$ cat src/tap_defines.svh
/*
  Constants of the boundary-scan test access port: instruction codes,
  capture pattern, identification field layout, synchroniser width and reset value.
  Assumes it is included by bare name after the package or in a module.
*/
`ifndef TAP_DEFINES_SVH
`define TAP_DEFINES_SVH

`define TAP_IR_WIDTH       4
`define TAP_IR_EXTEST      4'h0
`define TAP_IR_SAMPLE      4'h1
`define TAP_IR_IDCODE      4'h2
`define TAP_IR_HIGHZ       4'h3
`define TAP_IR_BYPASS      4'hF
`define TAP_IR_CAPTURE     4'h1

`define TAP_ID_WIDTH       32
`define TAP_ID_VER_MSB     31
`define TAP_ID_VER_LSB     28
`define TAP_ID_PART_MSB    27
`define TAP_ID_PART_LSB    12
`define TAP_ID_MFR_MSB     11
`define TAP_ID_MFR_LSB     1
`define TAP_ID_MARK        1'b1

`define TAP_PIN_COUNT      4
// Synchroniser starts with test clock and mode select high, serial data and test reset pin low
`define TAP_PIN_RESET      4'h3

`endif

$ cat src/tap_pkg.sv
/*
  Types of the boundary-scan test access port: controller states and
  the selection of the test data register.
  Assumes nothing of its surroundings.
*/
package tap_pkg;

  typedef enum logic [3:0] {
    TEST_LOGIC_RESET,
    RUN_TEST_IDLE,
    SELECT_DR,
    CAPTURE_DR,
    SHIFT_DR,
    EXIT1_DR,
    PAUSE_DR,
    EXIT2_DR,
    UPDATE_DR,
    SELECT_IR,
    CAPTURE_IR,
    SHIFT_IR,
    EXIT1_IR,
    PAUSE_IR,
    EXIT2_IR,
    UPDATE_IR
  } tap_state_type;

  typedef enum logic [1:0] {
    DR_BYPASS,
    DR_BOUNDARY,
    DR_IDENT
  } dr_sel_type;

endpackage : tap_pkg

$ cat src/tap_pin_sync.sv
/*
  Two-stage synchroniser for a group of pins from outside the clock domain.
  Assumes a free-running clock; the first stage feeds only the second.
*/
`timescale 1ns/10ps
`default_nettype none

module tap_pin_sync #(
  parameter int          WIDTH     = 4,
  parameter logic [WIDTH-1:0] RESET_VAL = '0
) (
  input  wire logic             i_clock,
  input  wire logic             i_rst_b,
  input  wire logic             i_clk_en,
  input  wire logic [WIDTH-1:0] i_async,
  output var  logic [WIDTH-1:0] o_sync
);

  typedef struct packed {
    logic [WIDTH-1:0] meta;
    logic [WIDTH-1:0] sync;
  } sync_state_type;

  sync_state_type st_reg;
  sync_state_type st_next;

  always_comb begin
    st_next      = st_reg;
    st_next.meta = i_async;
    st_next.sync = st_reg.meta;
  end

  always_ff @(posedge i_clock or negedge i_rst_b) begin
    if (!i_rst_b) begin
      st_reg <= {RESET_VAL, RESET_VAL};
    end else if (i_clk_en) begin
      st_reg <= st_next;
    end
  end

  assign o_sync = st_reg.sync;

endmodule : tap_pin_sync

`default_nettype wire

$ cat src/tap_scan_chain.sv
/*
  Boundary-scan chain: a capture/shift stage per cell and an update latch
  that drives the cells toward the pins.
  Assumes single-cycle strobes from the controller; shift runs toward bit 0.
*/
`timescale 1ns/10ps
`default_nettype none

module tap_scan_chain #(
  parameter int LENGTH = 8
) (
  input  wire logic              i_clock,
  input  wire logic              i_rst_b,
  input  wire logic              i_clk_en,
  input  wire logic              i_capture,
  input  wire logic              i_shift,
  input  wire logic              i_update,
  input  wire logic              i_sin,
  input  wire logic [LENGTH-1:0] i_par_in,
  output var  logic              o_sout,
  output var  logic [LENGTH-1:0] o_par_out
);

  typedef struct packed {
    logic [LENGTH-1:0] shift;
    logic [LENGTH-1:0] latch;
  } chain_state_type;

  chain_state_type st_reg;
  chain_state_type st_next;

  always_comb begin
    st_next = st_reg;
    if (i_capture) begin
      st_next.shift = i_par_in;
    end else if (i_shift) begin
      st_next.shift = {i_sin, st_reg.shift[LENGTH-1:1]};
    end
    if (i_update) begin
      st_next.latch = st_reg.shift;
    end
  end

  always_ff @(posedge i_clock or negedge i_rst_b) begin
    if (!i_rst_b) begin
      st_reg <= '0;
    end else if (i_clk_en) begin
      st_reg <= st_next;
    end
  end

  assign o_sout    = st_reg.shift[0];
  assign o_par_out = st_reg.latch;

endmodule : tap_scan_chain

`default_nettype wire

$ cat src/tap_controller.sv
/*
  Test access port of a FIFO memory: sixteen-state controller, instruction
  register, bypass, identification and boundary-scan data registers.
  Assumes the test clock and test pins are slow against I_CLOCK (at least
  three system clocks per test clock phase) and arrive asynchronously.
*/
`timescale 1ns/10ps
`default_nettype none

`include "tap_defines.svh"

module tap_controller
  import tap_pkg::*;
#(
  parameter int          BSR_LENGTH = 8,
  parameter logic [3:0]  ID_VERSION = 4'h1,     // Arbitrary value
  parameter logic [15:0] ID_PART    = 16'hA5C3, // Arbitrary value
  parameter logic [10:0] ID_MAKER   = 11'h2D4   // Arbitrary value
) (
  input  wire logic                  I_CLOCK,
  input  wire logic                  I_RST_B,
  input  wire logic                  I_CLK_EN,
  input  wire logic                  I_TCK,
  input  wire logic                  I_TMS,
  input  wire logic                  I_TDI,
  input  wire logic                  I_TRST_B,
  input  wire logic [BSR_LENGTH-1:0] I_BSR_CAPTURE,
  output var  logic                  O_TDO,
  output var  logic                  O_TDO_OE_B,
  output var  logic [BSR_LENGTH-1:0] O_BSR_DRIVE,
  output var  logic                  O_PIN_OVERRIDE,
  output var  logic                  O_OUTPUTS_HIZ,
  output var  logic                  O_TEST_RESET,
  output var  logic                  O_RUN_TEST_ACTIVE
);

  localparam logic [`TAP_ID_WIDTH-1:0] ID_VALUE =
    {ID_VERSION, ID_PART, ID_MAKER, `TAP_ID_MARK};

  typedef struct packed {
    tap_state_type                 state;
    logic [`TAP_IR_WIDTH-1:0]      ir_shift;
    logic [`TAP_IR_WIDTH-1:0]      ir_cur;
    logic                          bypass;
    logic [`TAP_ID_WIDTH-1:0]      id_shift;
    logic                          tck_prev;
    logic                          tdo;
    logic                          tdo_oe_b;
    logic                          pin_override;
    logic                          outputs_hiz;
    logic                          test_reset;
    logic                          run_active;
  } tap_reg_type;

  localparam tap_reg_type ST_RESET = '{
    state:        TEST_LOGIC_RESET,
    ir_shift:     `TAP_IR_IDCODE,
    ir_cur:       `TAP_IR_IDCODE,
    bypass:       1'b0,
    id_shift:     '0,
    tck_prev:     1'b1,
    tdo:          1'b0,
    tdo_oe_b:     1'b1,
    pin_override: 1'b0,
    outputs_hiz:  1'b0,
    test_reset:   1'b1,
    run_active:   1'b0
  };

  tap_reg_type st_reg;
  tap_reg_type st_next;

  logic [`TAP_PIN_COUNT-1:0] pins_sync;
  logic                      tck_s;
  logic                      tms_s;
  logic                      tdi_s;
  logic                      trst_b_s;
  logic                      tck_rise;
  logic                      tck_fall;
  dr_sel_type                dr_sel;
  logic                      bsr_capture;
  logic                      bsr_shift;
  logic                      bsr_update;
  logic                      bsr_sout;

  // Data register picked by an instruction
  function automatic dr_sel_type decode_dr(input logic [`TAP_IR_WIDTH-1:0] ir);
    dr_sel_type sel;
    sel = DR_BYPASS;
    case (ir)
      `TAP_IR_EXTEST: sel = DR_BOUNDARY;
      `TAP_IR_SAMPLE: sel = DR_BOUNDARY;
      `TAP_IR_IDCODE: sel = DR_IDENT;
      `TAP_IR_HIGHZ:  sel = DR_BYPASS;
      `TAP_IR_BYPASS: sel = DR_BYPASS;
      default:        sel = DR_BYPASS;
    endcase
    return sel;
  endfunction : decode_dr

  // Test functions switched on by an instruction
  typedef struct packed {
    logic pins;
    logic hiz;
    logic run;
  } test_ctl_type;

  function automatic test_ctl_type decode_test(input logic [`TAP_IR_WIDTH-1:0] ir);
    test_ctl_type ctl;
    ctl = '0;
    case (ir)
      `TAP_IR_EXTEST: begin
        ctl.pins = 1'b1;
        ctl.run  = 1'b1;
      end
      `TAP_IR_HIGHZ: begin
        ctl.hiz = 1'b1;
      end
      default: begin
        ctl = '0;
      end
    endcase
    return ctl;
  endfunction : decode_test

  test_ctl_type test_ctl;

  // Standard controller transition on one rising test clock edge
  function automatic tap_state_type tap_next(input tap_state_type cur, input logic tms);
    tap_state_type nxt;
    nxt = cur;
    unique case (cur)
      TEST_LOGIC_RESET: begin
        nxt = tms ? TEST_LOGIC_RESET : RUN_TEST_IDLE;
      end
      RUN_TEST_IDLE: begin
        nxt = tms ? SELECT_DR : RUN_TEST_IDLE;
      end
      SELECT_DR: begin
        nxt = tms ? SELECT_IR : CAPTURE_DR;
      end
      CAPTURE_DR: begin
        nxt = tms ? EXIT1_DR : SHIFT_DR;
      end
      SHIFT_DR: begin
        nxt = tms ? EXIT1_DR : SHIFT_DR;
      end
      EXIT1_DR: begin
        nxt = tms ? UPDATE_DR : PAUSE_DR;
      end
      PAUSE_DR: begin
        nxt = tms ? EXIT2_DR : PAUSE_DR;
      end
      EXIT2_DR: begin
        nxt = tms ? UPDATE_DR : SHIFT_DR;
      end
      UPDATE_DR: begin
        nxt = tms ? SELECT_DR : RUN_TEST_IDLE;
      end
      SELECT_IR: begin
        nxt = tms ? TEST_LOGIC_RESET : CAPTURE_IR;
      end
      CAPTURE_IR: begin
        nxt = tms ? EXIT1_IR : SHIFT_IR;
      end
      SHIFT_IR: begin
        nxt = tms ? EXIT1_IR : SHIFT_IR;
      end
      EXIT1_IR: begin
        nxt = tms ? UPDATE_IR : PAUSE_IR;
      end
      PAUSE_IR: begin
        nxt = tms ? EXIT2_IR : PAUSE_IR;
      end
      EXIT2_IR: begin
        nxt = tms ? UPDATE_IR : SHIFT_IR;
      end
      UPDATE_IR: begin
        nxt = tms ? SELECT_DR : RUN_TEST_IDLE;
      end
    endcase
    return nxt;
  endfunction : tap_next

  tap_pin_sync #(
    .WIDTH     (`TAP_PIN_COUNT),
    .RESET_VAL (`TAP_PIN_RESET)
  ) u_pin_sync (
    .i_clock  (I_CLOCK),
    .i_rst_b  (I_RST_B),
    .i_clk_en (I_CLK_EN),
    .i_async  ({I_TRST_B, I_TDI, I_TMS, I_TCK}),
    .o_sync   (pins_sync)
  );

  assign tck_s    = pins_sync[0];
  assign tms_s    = pins_sync[1];
  assign tdi_s    = pins_sync[2];
  assign trst_b_s = pins_sync[3];

  assign tck_rise = tck_s & ~st_reg.tck_prev;
  assign tck_fall = ~tck_s & st_reg.tck_prev;
  assign dr_sel   = decode_dr(st_reg.ir_cur);
  assign test_ctl = decode_test(st_reg.ir_cur);

  // Boundary chain strobes, only while that chain is selected
  assign bsr_capture = tck_rise & (st_reg.state == CAPTURE_DR) &
                       (dr_sel == DR_BOUNDARY);
  assign bsr_shift   = tck_rise & (st_reg.state == SHIFT_DR) &
                       (dr_sel == DR_BOUNDARY);
  assign bsr_update  = tck_fall & (st_reg.state == UPDATE_DR) &
                       (dr_sel == DR_BOUNDARY);

  tap_scan_chain #(
    .LENGTH (BSR_LENGTH)
  ) u_scan_chain (
    .i_clock   (I_CLOCK),
    .i_rst_b   (I_RST_B),
    .i_clk_en  (I_CLK_EN),
    .i_capture (bsr_capture),
    .i_shift   (bsr_shift),
    .i_update  (bsr_update),
    .i_sin     (tdi_s),
    .i_par_in  (I_BSR_CAPTURE),
    .o_sout    (bsr_sout),
    .o_par_out (O_BSR_DRIVE)
  );

  always_comb begin
    st_next          = st_reg;
    st_next.tck_prev = tck_s;

    if (tck_rise) begin
      st_next.state = tap_next(st_reg.state, tms_s);
      unique case (st_reg.state)
        CAPTURE_IR: begin
          st_next.ir_shift = `TAP_IR_CAPTURE;
        end
        SHIFT_IR: begin
          // Bit 0 sits next to the serial output
          st_next.ir_shift = {tdi_s, st_reg.ir_shift[`TAP_IR_WIDTH-1:1]};
        end
        CAPTURE_DR: begin
          if (dr_sel == DR_BYPASS) begin
            st_next.bypass = 1'b0;
          end
          if (dr_sel == DR_IDENT) begin
            st_next.id_shift = ID_VALUE;
          end
        end
        SHIFT_DR: begin
          if (dr_sel == DR_BYPASS) begin
            st_next.bypass = tdi_s;
          end
          if (dr_sel == DR_IDENT) begin
            st_next.id_shift = {tdi_s, st_reg.id_shift[`TAP_ID_WIDTH-1:1]};
          end
        end
        default: begin
          // Pause and other states hold every shift stage
          st_next.ir_shift = st_reg.ir_shift;
        end
      endcase
    end

    if (tck_fall) begin
      if (st_reg.state == UPDATE_IR) begin
        st_next.ir_cur = st_reg.ir_shift;
      end
      // Serial output changes only on the falling edge
      unique case (st_reg.state)
        SHIFT_IR: begin
          st_next.tdo      = st_reg.ir_shift[0];
          st_next.tdo_oe_b = 1'b0;
        end
        SHIFT_DR: begin
          unique case (dr_sel)
            DR_BOUNDARY: st_next.tdo = bsr_sout;
            DR_IDENT:    st_next.tdo = st_reg.id_shift[0];
            default:     st_next.tdo = st_reg.bypass;
          endcase
          st_next.tdo_oe_b = 1'b0;
        end
        default: begin
          st_next.tdo_oe_b = 1'b1;
        end
      endcase
    end

    // Test reset pin or reset state forces the identification instruction
    if (!trst_b_s) begin
      st_next.state = TEST_LOGIC_RESET;
    end
    if (!trst_b_s || st_reg.state == TEST_LOGIC_RESET) begin
      st_next.ir_cur   = `TAP_IR_IDCODE;
      st_next.tdo_oe_b = 1'b1;
    end

    st_next.test_reset   = (st_reg.state == TEST_LOGIC_RESET);
    st_next.pin_override = (st_reg.state != TEST_LOGIC_RESET) &&
                           test_ctl.pins;
    st_next.outputs_hiz  = (st_reg.state != TEST_LOGIC_RESET) &&
                           test_ctl.hiz;
    // External test keeps driving the pins while idling
    st_next.run_active   = (st_reg.state == RUN_TEST_IDLE) &&
                           test_ctl.run;
  end

  always_ff @(posedge I_CLOCK or negedge I_RST_B) begin
    if (!I_RST_B) begin
      st_reg <= ST_RESET;
    end else if (I_CLK_EN) begin
      st_reg <= st_next;
    end
  end

  assign O_TDO             = st_reg.tdo;
  assign O_TDO_OE_B        = st_reg.tdo_oe_b;
  assign O_PIN_OVERRIDE    = st_reg.pin_override;
  assign O_OUTPUTS_HIZ     = st_reg.outputs_hiz;
  assign O_TEST_RESET      = st_reg.test_reset;
  assign O_RUN_TEST_ACTIVE = st_reg.run_active;

endmodule : tap_controller

`default_nettype wire

$ cat config.mk
export PLATFORM = sky130hd
export DESIGN_NAME = tap_controller
export DESIGN_NICKNAME = d
export VERILOG_FILES = /design/src/tap_pkg.sv /design/src/tap_pin_sync.sv /design/src/tap_scan_chain.sv /design/src/tap_controller.sv
export VERILOG_INCLUDE_DIRS = /design/src
export SDC_FILE = /design/constraint.sdc
export NUM_CORES = 1
export LEC_CHECK = 0
export BUFFER_PORTS_ARGS = -buffer_cell sky130_fd_sc_hd__buf_2
export CAP_MARGIN = 20
export CORE_UTILIZATION = 55
export CTS_CLUSTER_SIZE = 28
export DETAILED_ROUTE_END_ITERATION = 10
export PLACE_DENSITY = 0.74
export SLEW_MARGIN = 10
export SYNTH_ARGS = -nofsm -noshare
export SYNTH_HDL_FRONTEND = slang
export SYNTH_SLANG_ARGS = --single-unit
$ cat constraint.sdc
create_clock -name I_CLOCK -period 5.44 [get_ports I_CLOCK]
set_clock_uncertainty 0.1 [all_clocks]
set_input_delay 1.088 -clock I_CLOCK [delete_from_list [all_inputs] [get_ports I_CLOCK]]
set_output_delay 1.088 -clock I_CLOCK [all_outputs]
set_load 0.02 [all_outputs]
==> flow_summary_export.csv, run 1 <==
group,metric,value,unit
status,outcome,"completed",
cells_and_area,design_area,3720,sq um
synth,synth_adder_area_share,0.0108,
detailed_routing,wl_met2,2870,um
floorplanning,core.rowCount,28,
worst_setup_path,worstPathArrival,2.80,ns
clock_tree,cts_resized,0,
floorplanning,die_area,6630,sq um
synth,synth_xor_area_frac,0.00253,
synth,synth_top_family_by_area,"compound AO/OA/AOI/OAI gates",
power_and_ir_drop,seqPwrFrac,0.548,
synth,synth-edff-count,0,
floorplanning,die_height,81.4,um
worst_setup_path,path_class,"primary input to flop",
sta,drv_slew,0,
detailed_routing,drtAntennaViolNets,0,
clock_tree,postCtsSetupRepairBufs,0,
cells_and_area,largest_reg_flops,46,
cells_and_area,nNetsFinal,316,
synth,yosys.area.top_type,"dfrtp_1",
cells_and_area,utilization,0.621,
min_path,holdPathStages,1,
power_and_ir_drop,leakage,1.79,nW
sta,hold_violations,0,
sta,fin_crit,2.66,ns
placement,dpl.hpwl,3850,um
placement,port_buffers,28,
min_path,hold_class,"flop to flop",
cells_and_area,areaGrowthSynthToFinish,7.36,%
clock_tree,cts.clk_slew.worst_paths,0.08,ns
clock_tree,cts_tree,"built",
worst_setup_path,start_kind,"primary input",
global_route,grt_max_degree,77,
worst_setup_path,r2r-end,"st_reg[27]",
power_and_ir_drop,p_per_area,296,nW/um^2
global_route,grt_usage,0.215,
detailed_routing,wirelength,6050,um
worst_setup_path,startpoint,"I_CLK_EN",
worst_setup_path,critPathCaptureType,"flop",
detailed_routing,vias_per_cell,5.86,
floorplanning,io_pins,29,
power_and_ir_drop,clock_power_share,0.399,
sta,final.setup.tns,0,ns
synth,synth_compound_area_frac,0.187,
clock_tree,cts_buffers,9,
worst_setup_path,critPathCapture,"st_reg[27]",
worst_setup_path,reg2reg_from,"st_reg[41]",
sta,slew_headroom,0.390,
synth,yosysWarnings,0,
global_route,overflow,0,
power_and_ir_drop,p_int,0.000836,W
sta,setup_viol,0,
detailed_routing,wl_met1,2870,um
cells_and_area,drive_above_1_share,0.290,
detailed_routing,maxUsedRoutingLayer,"met4",
detailed_routing,firstDrtPassIters,5,
clock_tree,cts-root-buf,"clkbuf_8",
power_and_ir_drop,p_sw,0.000265,W
clock_tree,hold_buffers,0,
worst_setup_path,crit_fanout,24,
power_and_ir_drop,ir_drop,197,uV
cells_and_area,final_cell_mix,"dfrtp_1, buf_2, a22o_1",
power_and_ir_drop,p_comb_frac,0.053,
clock_tree,clock-sinks,76,
synth,ys_seq_elements,76,
floorplanning,core_area,5990,sq um
sta,tightestPinTransition,0.915,ns
placement,finalWeightedCongestion,0.796,
synth,syn_nets,305,
floorplanning,die_w,81.4,um
detailed_routing,wl_per_cell,16.0,um
synth,synth_simple_gate_area_frac,0.0927,
sta,rsz0062_at_grt,"no",
clock_tree,clk_path_buf_depth,2,
synth,synthFlopType,"dfrtp_1",
detailed_routing,first_iter_violations,160,
detailed_routing,drc,0,
worst_setup_path,reg2regPathDepth,7,
cells_and_area,final_common_cell,"dfrtp_1",
global_route,grt_pass1_wl,10600,um
synth,yosysSeqAreaShare,0.552,
worst_setup_path,rrSetupSlack,3.06,ns
synth,ys_types,50,
synth,syn_area,3470,sq um
sta,fin_hold_ws,0.393,ns
global_route,grt_pass1_vias,2180,
clock_tree,clk_latency,0.34,ns
flow_run,maxCapViolCount,0,
synth,synthMuxAreaShare,0.0877,
synth,synth_area_leaders,"dfrtp_1, dfstp_2, mux2_2",
detailed_routing,wl_met3,273,um
worst_setup_path,worstPathRequired,5.58,ns
synth,syn_inst,287,
clock_tree,cts_max_level,3,
detailed_routing,vias,2215,
synth,synth.top_cell.area_share,0.484,
placement,placed_area,3520,sq um
sta,fin_crit_sh,0.489,
synth,syn_area_per_cell,12.1,sq um
sta,max_freq,376,MHz
power_and_ir_drop,swShare,0.240,
global_route,antenna_found_initial,0,
floorplanning,start_util,0.579,
cells_and_area,diodes,0,
synth,ys_async_sr_fraction,1.00,
## kinds of logic (layout without fill, tap and decap cells)
group,after synthesis,count (layout)
xor gates and xnor gates,1,1
buffers and inverters,40,56
and+or+nand+nor,55,55
AOI/OAI and AO/OA,84,84
adders and majority gates,3,3
muxes,28,28
DFF,76,76
## routing by layer
| layer | GRT usage | up-vias |
|---|---|---|
| met3 | 0.0674 | 4 |
| met4 | 0.0625 | 0 |
| met1 | 0.292 | 1088 |
| met5 | 0 | - |
| li1 | - | 1072 |
| met2 | 0.331 | 51 |
## power by group through the flow
stage	sequential [W]	clock (W)	combinational (W)
floorplan	0.000603	0	0.0000434
global placement	0.000613	0	0.0000576
detailed placement	0.000613	0	0.0000588
CTS	0.000602	0.000451	0.0000590
finish	0.000603	0.000440	0.0000578
global route	0.000606	0.000479	0.0000664
## worst min-delay path by stage
stage / from / endpoint / slack, ns
global placement: st_reg[35] / st_reg[34] / 0.37
finish: st_reg[26] / st_reg[25] / 0.39
floorplan: u_pin_sync.st_next[3] / u_pin_sync.o_sync[3] / 0.35
global route: st_reg[8] / st_reg[7] / 0.41
detailed placement: st_reg[8] / st_reg[7] / 0.38
CTS: st_reg[26] / st_reg[25] / 0.39
## per-stage QoR
stage,instances,total power [W],setup WS (ns)
2_1_floorplan,287,0.000646,3.20
3_3_place_gp,362,0.000670,2.49
3_5_place_dp,362,0.000672,2.41
4_1_cts,378,0.00111,2.78
5_1_grt,378,0.00115,2.59
6_report,378,0.00110,2.78
## synth_stat cells (2+ instances only)
library cell / number
a21o_1: 2
a21oi_1: 15
a22o_1: 23
a31oi_1: 5
and3_1: 3
buf_2: 6
buf_4: 9
buf_6: 4
clkbuf_1: 7
dfrtp_1: 67
dfstp_2: 9
ha_1: 3
inv_1: 12
mux2_2: 19
mux2i_1: 9
nand2_1: 7
nand3_1: 6
nand3b_1: 2
nand4_1: 4
nor2_1: 17
nor2b_1: 3
nor3_1: 3
o21ai_0: 11
o22a_1: 5
o22a_2: 10
o32ai_1: 2
## worst max-delay path: stages
cell,delay [ns]
buf_2,0.35
and3b_1,0.45
nand3_1,0.52
o22a_2,0.38
## cell type report
type	count	area, sq um
tap	75	93.8
timing repair buffer	28	143
clock buffer	10	138
inverter	12	45.0
multi-input combinational	171	1320
fill	475	2270
sequential	76	1910
clock inverter	6	68.8
No activity file was read; power rests on OpenSTA's default activity.
==> inputs of run 2 (changes only) <==
==> constraint.sdc (replaced) <==
create_clock -name I_CLOCK -period 2.65 [get_ports I_CLOCK]
set_clock_uncertainty 0.1 [all_clocks]
set_input_delay 0.53 -clock I_CLOCK [delete_from_list [all_inputs] [get_ports I_CLOCK]]
set_output_delay 0.53 -clock I_CLOCK [all_outputs]
set_load 0.02 [all_outputs]
==> run 2 against run 1 <==
Effect of this change: non-clock buffer count is 11 higher; combinational power rose by 130%; design area rose by 3.6%; critical endpoint is now O_TDO.
==> flow_summary_export.csv, run 2 (same netlist as run 1, synthesis figures left out) <==
group,metric,value,unit
clock_tree,cts-root-buf,"clkbuf_8",
worst_setup_path,path_class,"flop to flop",
power_and_ir_drop,p_comb_frac,0.054,
sta,layout_setup_ws,0.372,ns
clock_tree,clk_latency,0.34,ns
detailed_routing,wl_per_cell,15.6,um
power_and_ir_drop,swShare,0.213,
detailed_routing,drtAntennaViolNets,0,
power_and_ir_drop,ir_drop,486,uV
detailed_routing,first_iter_violations,125,
clock_tree,cts_buffers,9,
sta,fin_crit,2.28,ns
detailed_routing,vias_per_cell,5.77,
detailed_routing,wirelength,6070,um
cells_and_area,diodes,0,
floorplanning,io_pins,29,
clock_tree,hold_buffers,0,
clock_tree,clk_path_buf_depth,2,
power_and_ir_drop,p_per_area,637,nW/um^2
floorplanning,die_w,81.4,um
cells_and_area,final_cell_mix,"dfrtp_1, buf_2, a22o_1",
clock_tree,cts_resized,0,
clock_tree,clock-sinks,76,
worst_setup_path,worstPathRequired,2.78,ns
min_path,hold_class,"primary input to async pin",
sta,drv_slew,0,
sta,tightestPinTransition,0.610,ns
worst_setup_path,reg2regPathDepth,8,
worst_setup_path,critPathCaptureType,"flop",
global_route,grt_usage,0.211,
cells_and_area,utilization,0.644,
placement,finalWeightedCongestion,0.849,
detailed_routing,vias,2244,
global_route,overflow,0,
clock_tree,cts_max_level,3,
status,outcome,"completed",
sta,rsz0062_at_grt,"no",
worst_setup_path,r2r-end,"O_TDO",
sta,max_freq,439,MHz
cells_and_area,final_common_cell,"dfrtp_1",
global_route,antenna_found_initial,0,
cells_and_area,largest_reg_flops,46,
floorplanning,core_area,5990,sq um
power_and_ir_drop,p_sw,0.000525,W
flow_run,maxCapViolCount,0,
placement,port_buffers,28,
global_route,grt_pass1_vias,2286,
power_and_ir_drop,clock_power_share,0.445,
floorplanning,core.rowCount,28,
sta,hold_violations,0,
worst_setup_path,rrSetupSlack,0.37,ns
global_route,grt_pass1_wl,10300,um
power_and_ir_drop,leakage,1.87,nW
floorplanning,die_area,6630,sq um
worst_setup_path,reg2reg_from,"st_reg[41]",
placement,post-place-ws,0.389,ns
power_and_ir_drop,p_int,0.00193,W
sta,final.setup.tns,0,ns
sta,slew_headroom,0.592,
global_route,grt_max_degree,50,
cells_and_area,drive_above_1_share,0.315,
placement,dpl.hpwl,4100,um
worst_setup_path,crit_fanout,4,
sta,setup_viol,0,
clock_tree,postCtsSetupRepairBufs,0,
sta,fin_crit_sh,0.860,
floorplanning,start_util,0.579,
clock_tree,cts.clk_slew.worst_paths,0.08,ns
power_and_ir_drop,seqPwrFrac,0.501,
detailed_routing,drc,0,
cells_and_area,nNetsFinal,327,
clock_tree,cts_tree,"built",
floorplanning,die_height,81.4,um
detailed_routing,firstDrtPassIters,4,
cells_and_area,areaGrowthSynthToFinish,11.3,%
worst_setup_path,worstPathArrival,2.41,ns
worst_setup_path,start_kind,"flop",
run 2: cell types whose count changed in the layout (fill, tap and decap cells not counted):
cell / before / now
buf_4: 1 / 12
bufinv_16: 1 / 3
clkbuf_8: 10 / 11
clkinv_2: 1 / 0
clkinv_4: 0 / 2
clkinvlp_4: 1 / 0
inv_6: 3 / 0
run 2: area by class of cell:
type / count / area (sq um)
fillers: 462 / 2130
clock inverters: 5 / 108
multi-input cells: 171 / 1320
well taps: 75 / 93.8
clock buffers: 11 / 151
repair buffers: 39 / 225
inverters: 12 / 45.0
flip-flops and latches: 76 / 1910
run 2: through the flow:
step	total power (W)	instance area, sq um	std cells	hold slack, ns
after floorplan	0.00133	3470	287	0.134
after global placement	0.00139	3600	373	0.366
after detailed placement	0.00139	3600	373	0.370
after CTS	0.00249	3860	389	0.103
after global routing	0.00255	3860	389	0.139
final	0.00246	3860	389	0.0918
run 2: routing by layer:
metal | part of all wire | global-route usage | wire length (um) | vias up
li1 | - | - | - | 1087
met1 | 0.47 | 0.263 | 2840 | 1098
met2 | 0.47 | 0.339 | 2850 | 46
met3 | 0.036 | 0.0438 | 221 | 13
met4 | 0.027 | 0.118 | 161 | 0
met5 | 0 | 0 | 0 | -
run 2: worst max path at each step:
stage                           from    end  slack, ns  depth (start not counted)
after global placement    st_reg[41]  O_TDO       0.44                          8
after global routing      st_reg[41]  O_TDO       0.18                          8
after floorplan           st_reg[41]  O_TDO       0.50                          8
after CTS                 st_reg[41]  O_TDO       0.36                          8
after detailed placement  st_reg[41]  O_TDO       0.39                          8
final                     st_reg[41]  O_TDO       0.37                          8
run 2: worst max-delay path, cell delays in order (launching register included):
cell and delay [ns]:
dfstp_2 0.54, inv_1 0.05, nor3_1 0.23, nand2b_1 0.14, ha_1 0.24, a221oi_1 0.28
a21oi_1 0.06, mux2_2 0.26, mux2_2 0.27
run 2: power by group through the flow:
stage / registers [W] / logic [W] / clock network (W)
after CTS: 0.00123 / 0.000136 / 0.00112
final: 0.00123 / 0.000134 / 0.00109
after floorplan: 0.00124 / 0.0000891 / 0
after detailed placement: 0.00125 / 0.000136 / 0
after global placement: 0.00125 / 0.000133 / 0
after global routing: 0.00124 / 0.000150 / 0.00117
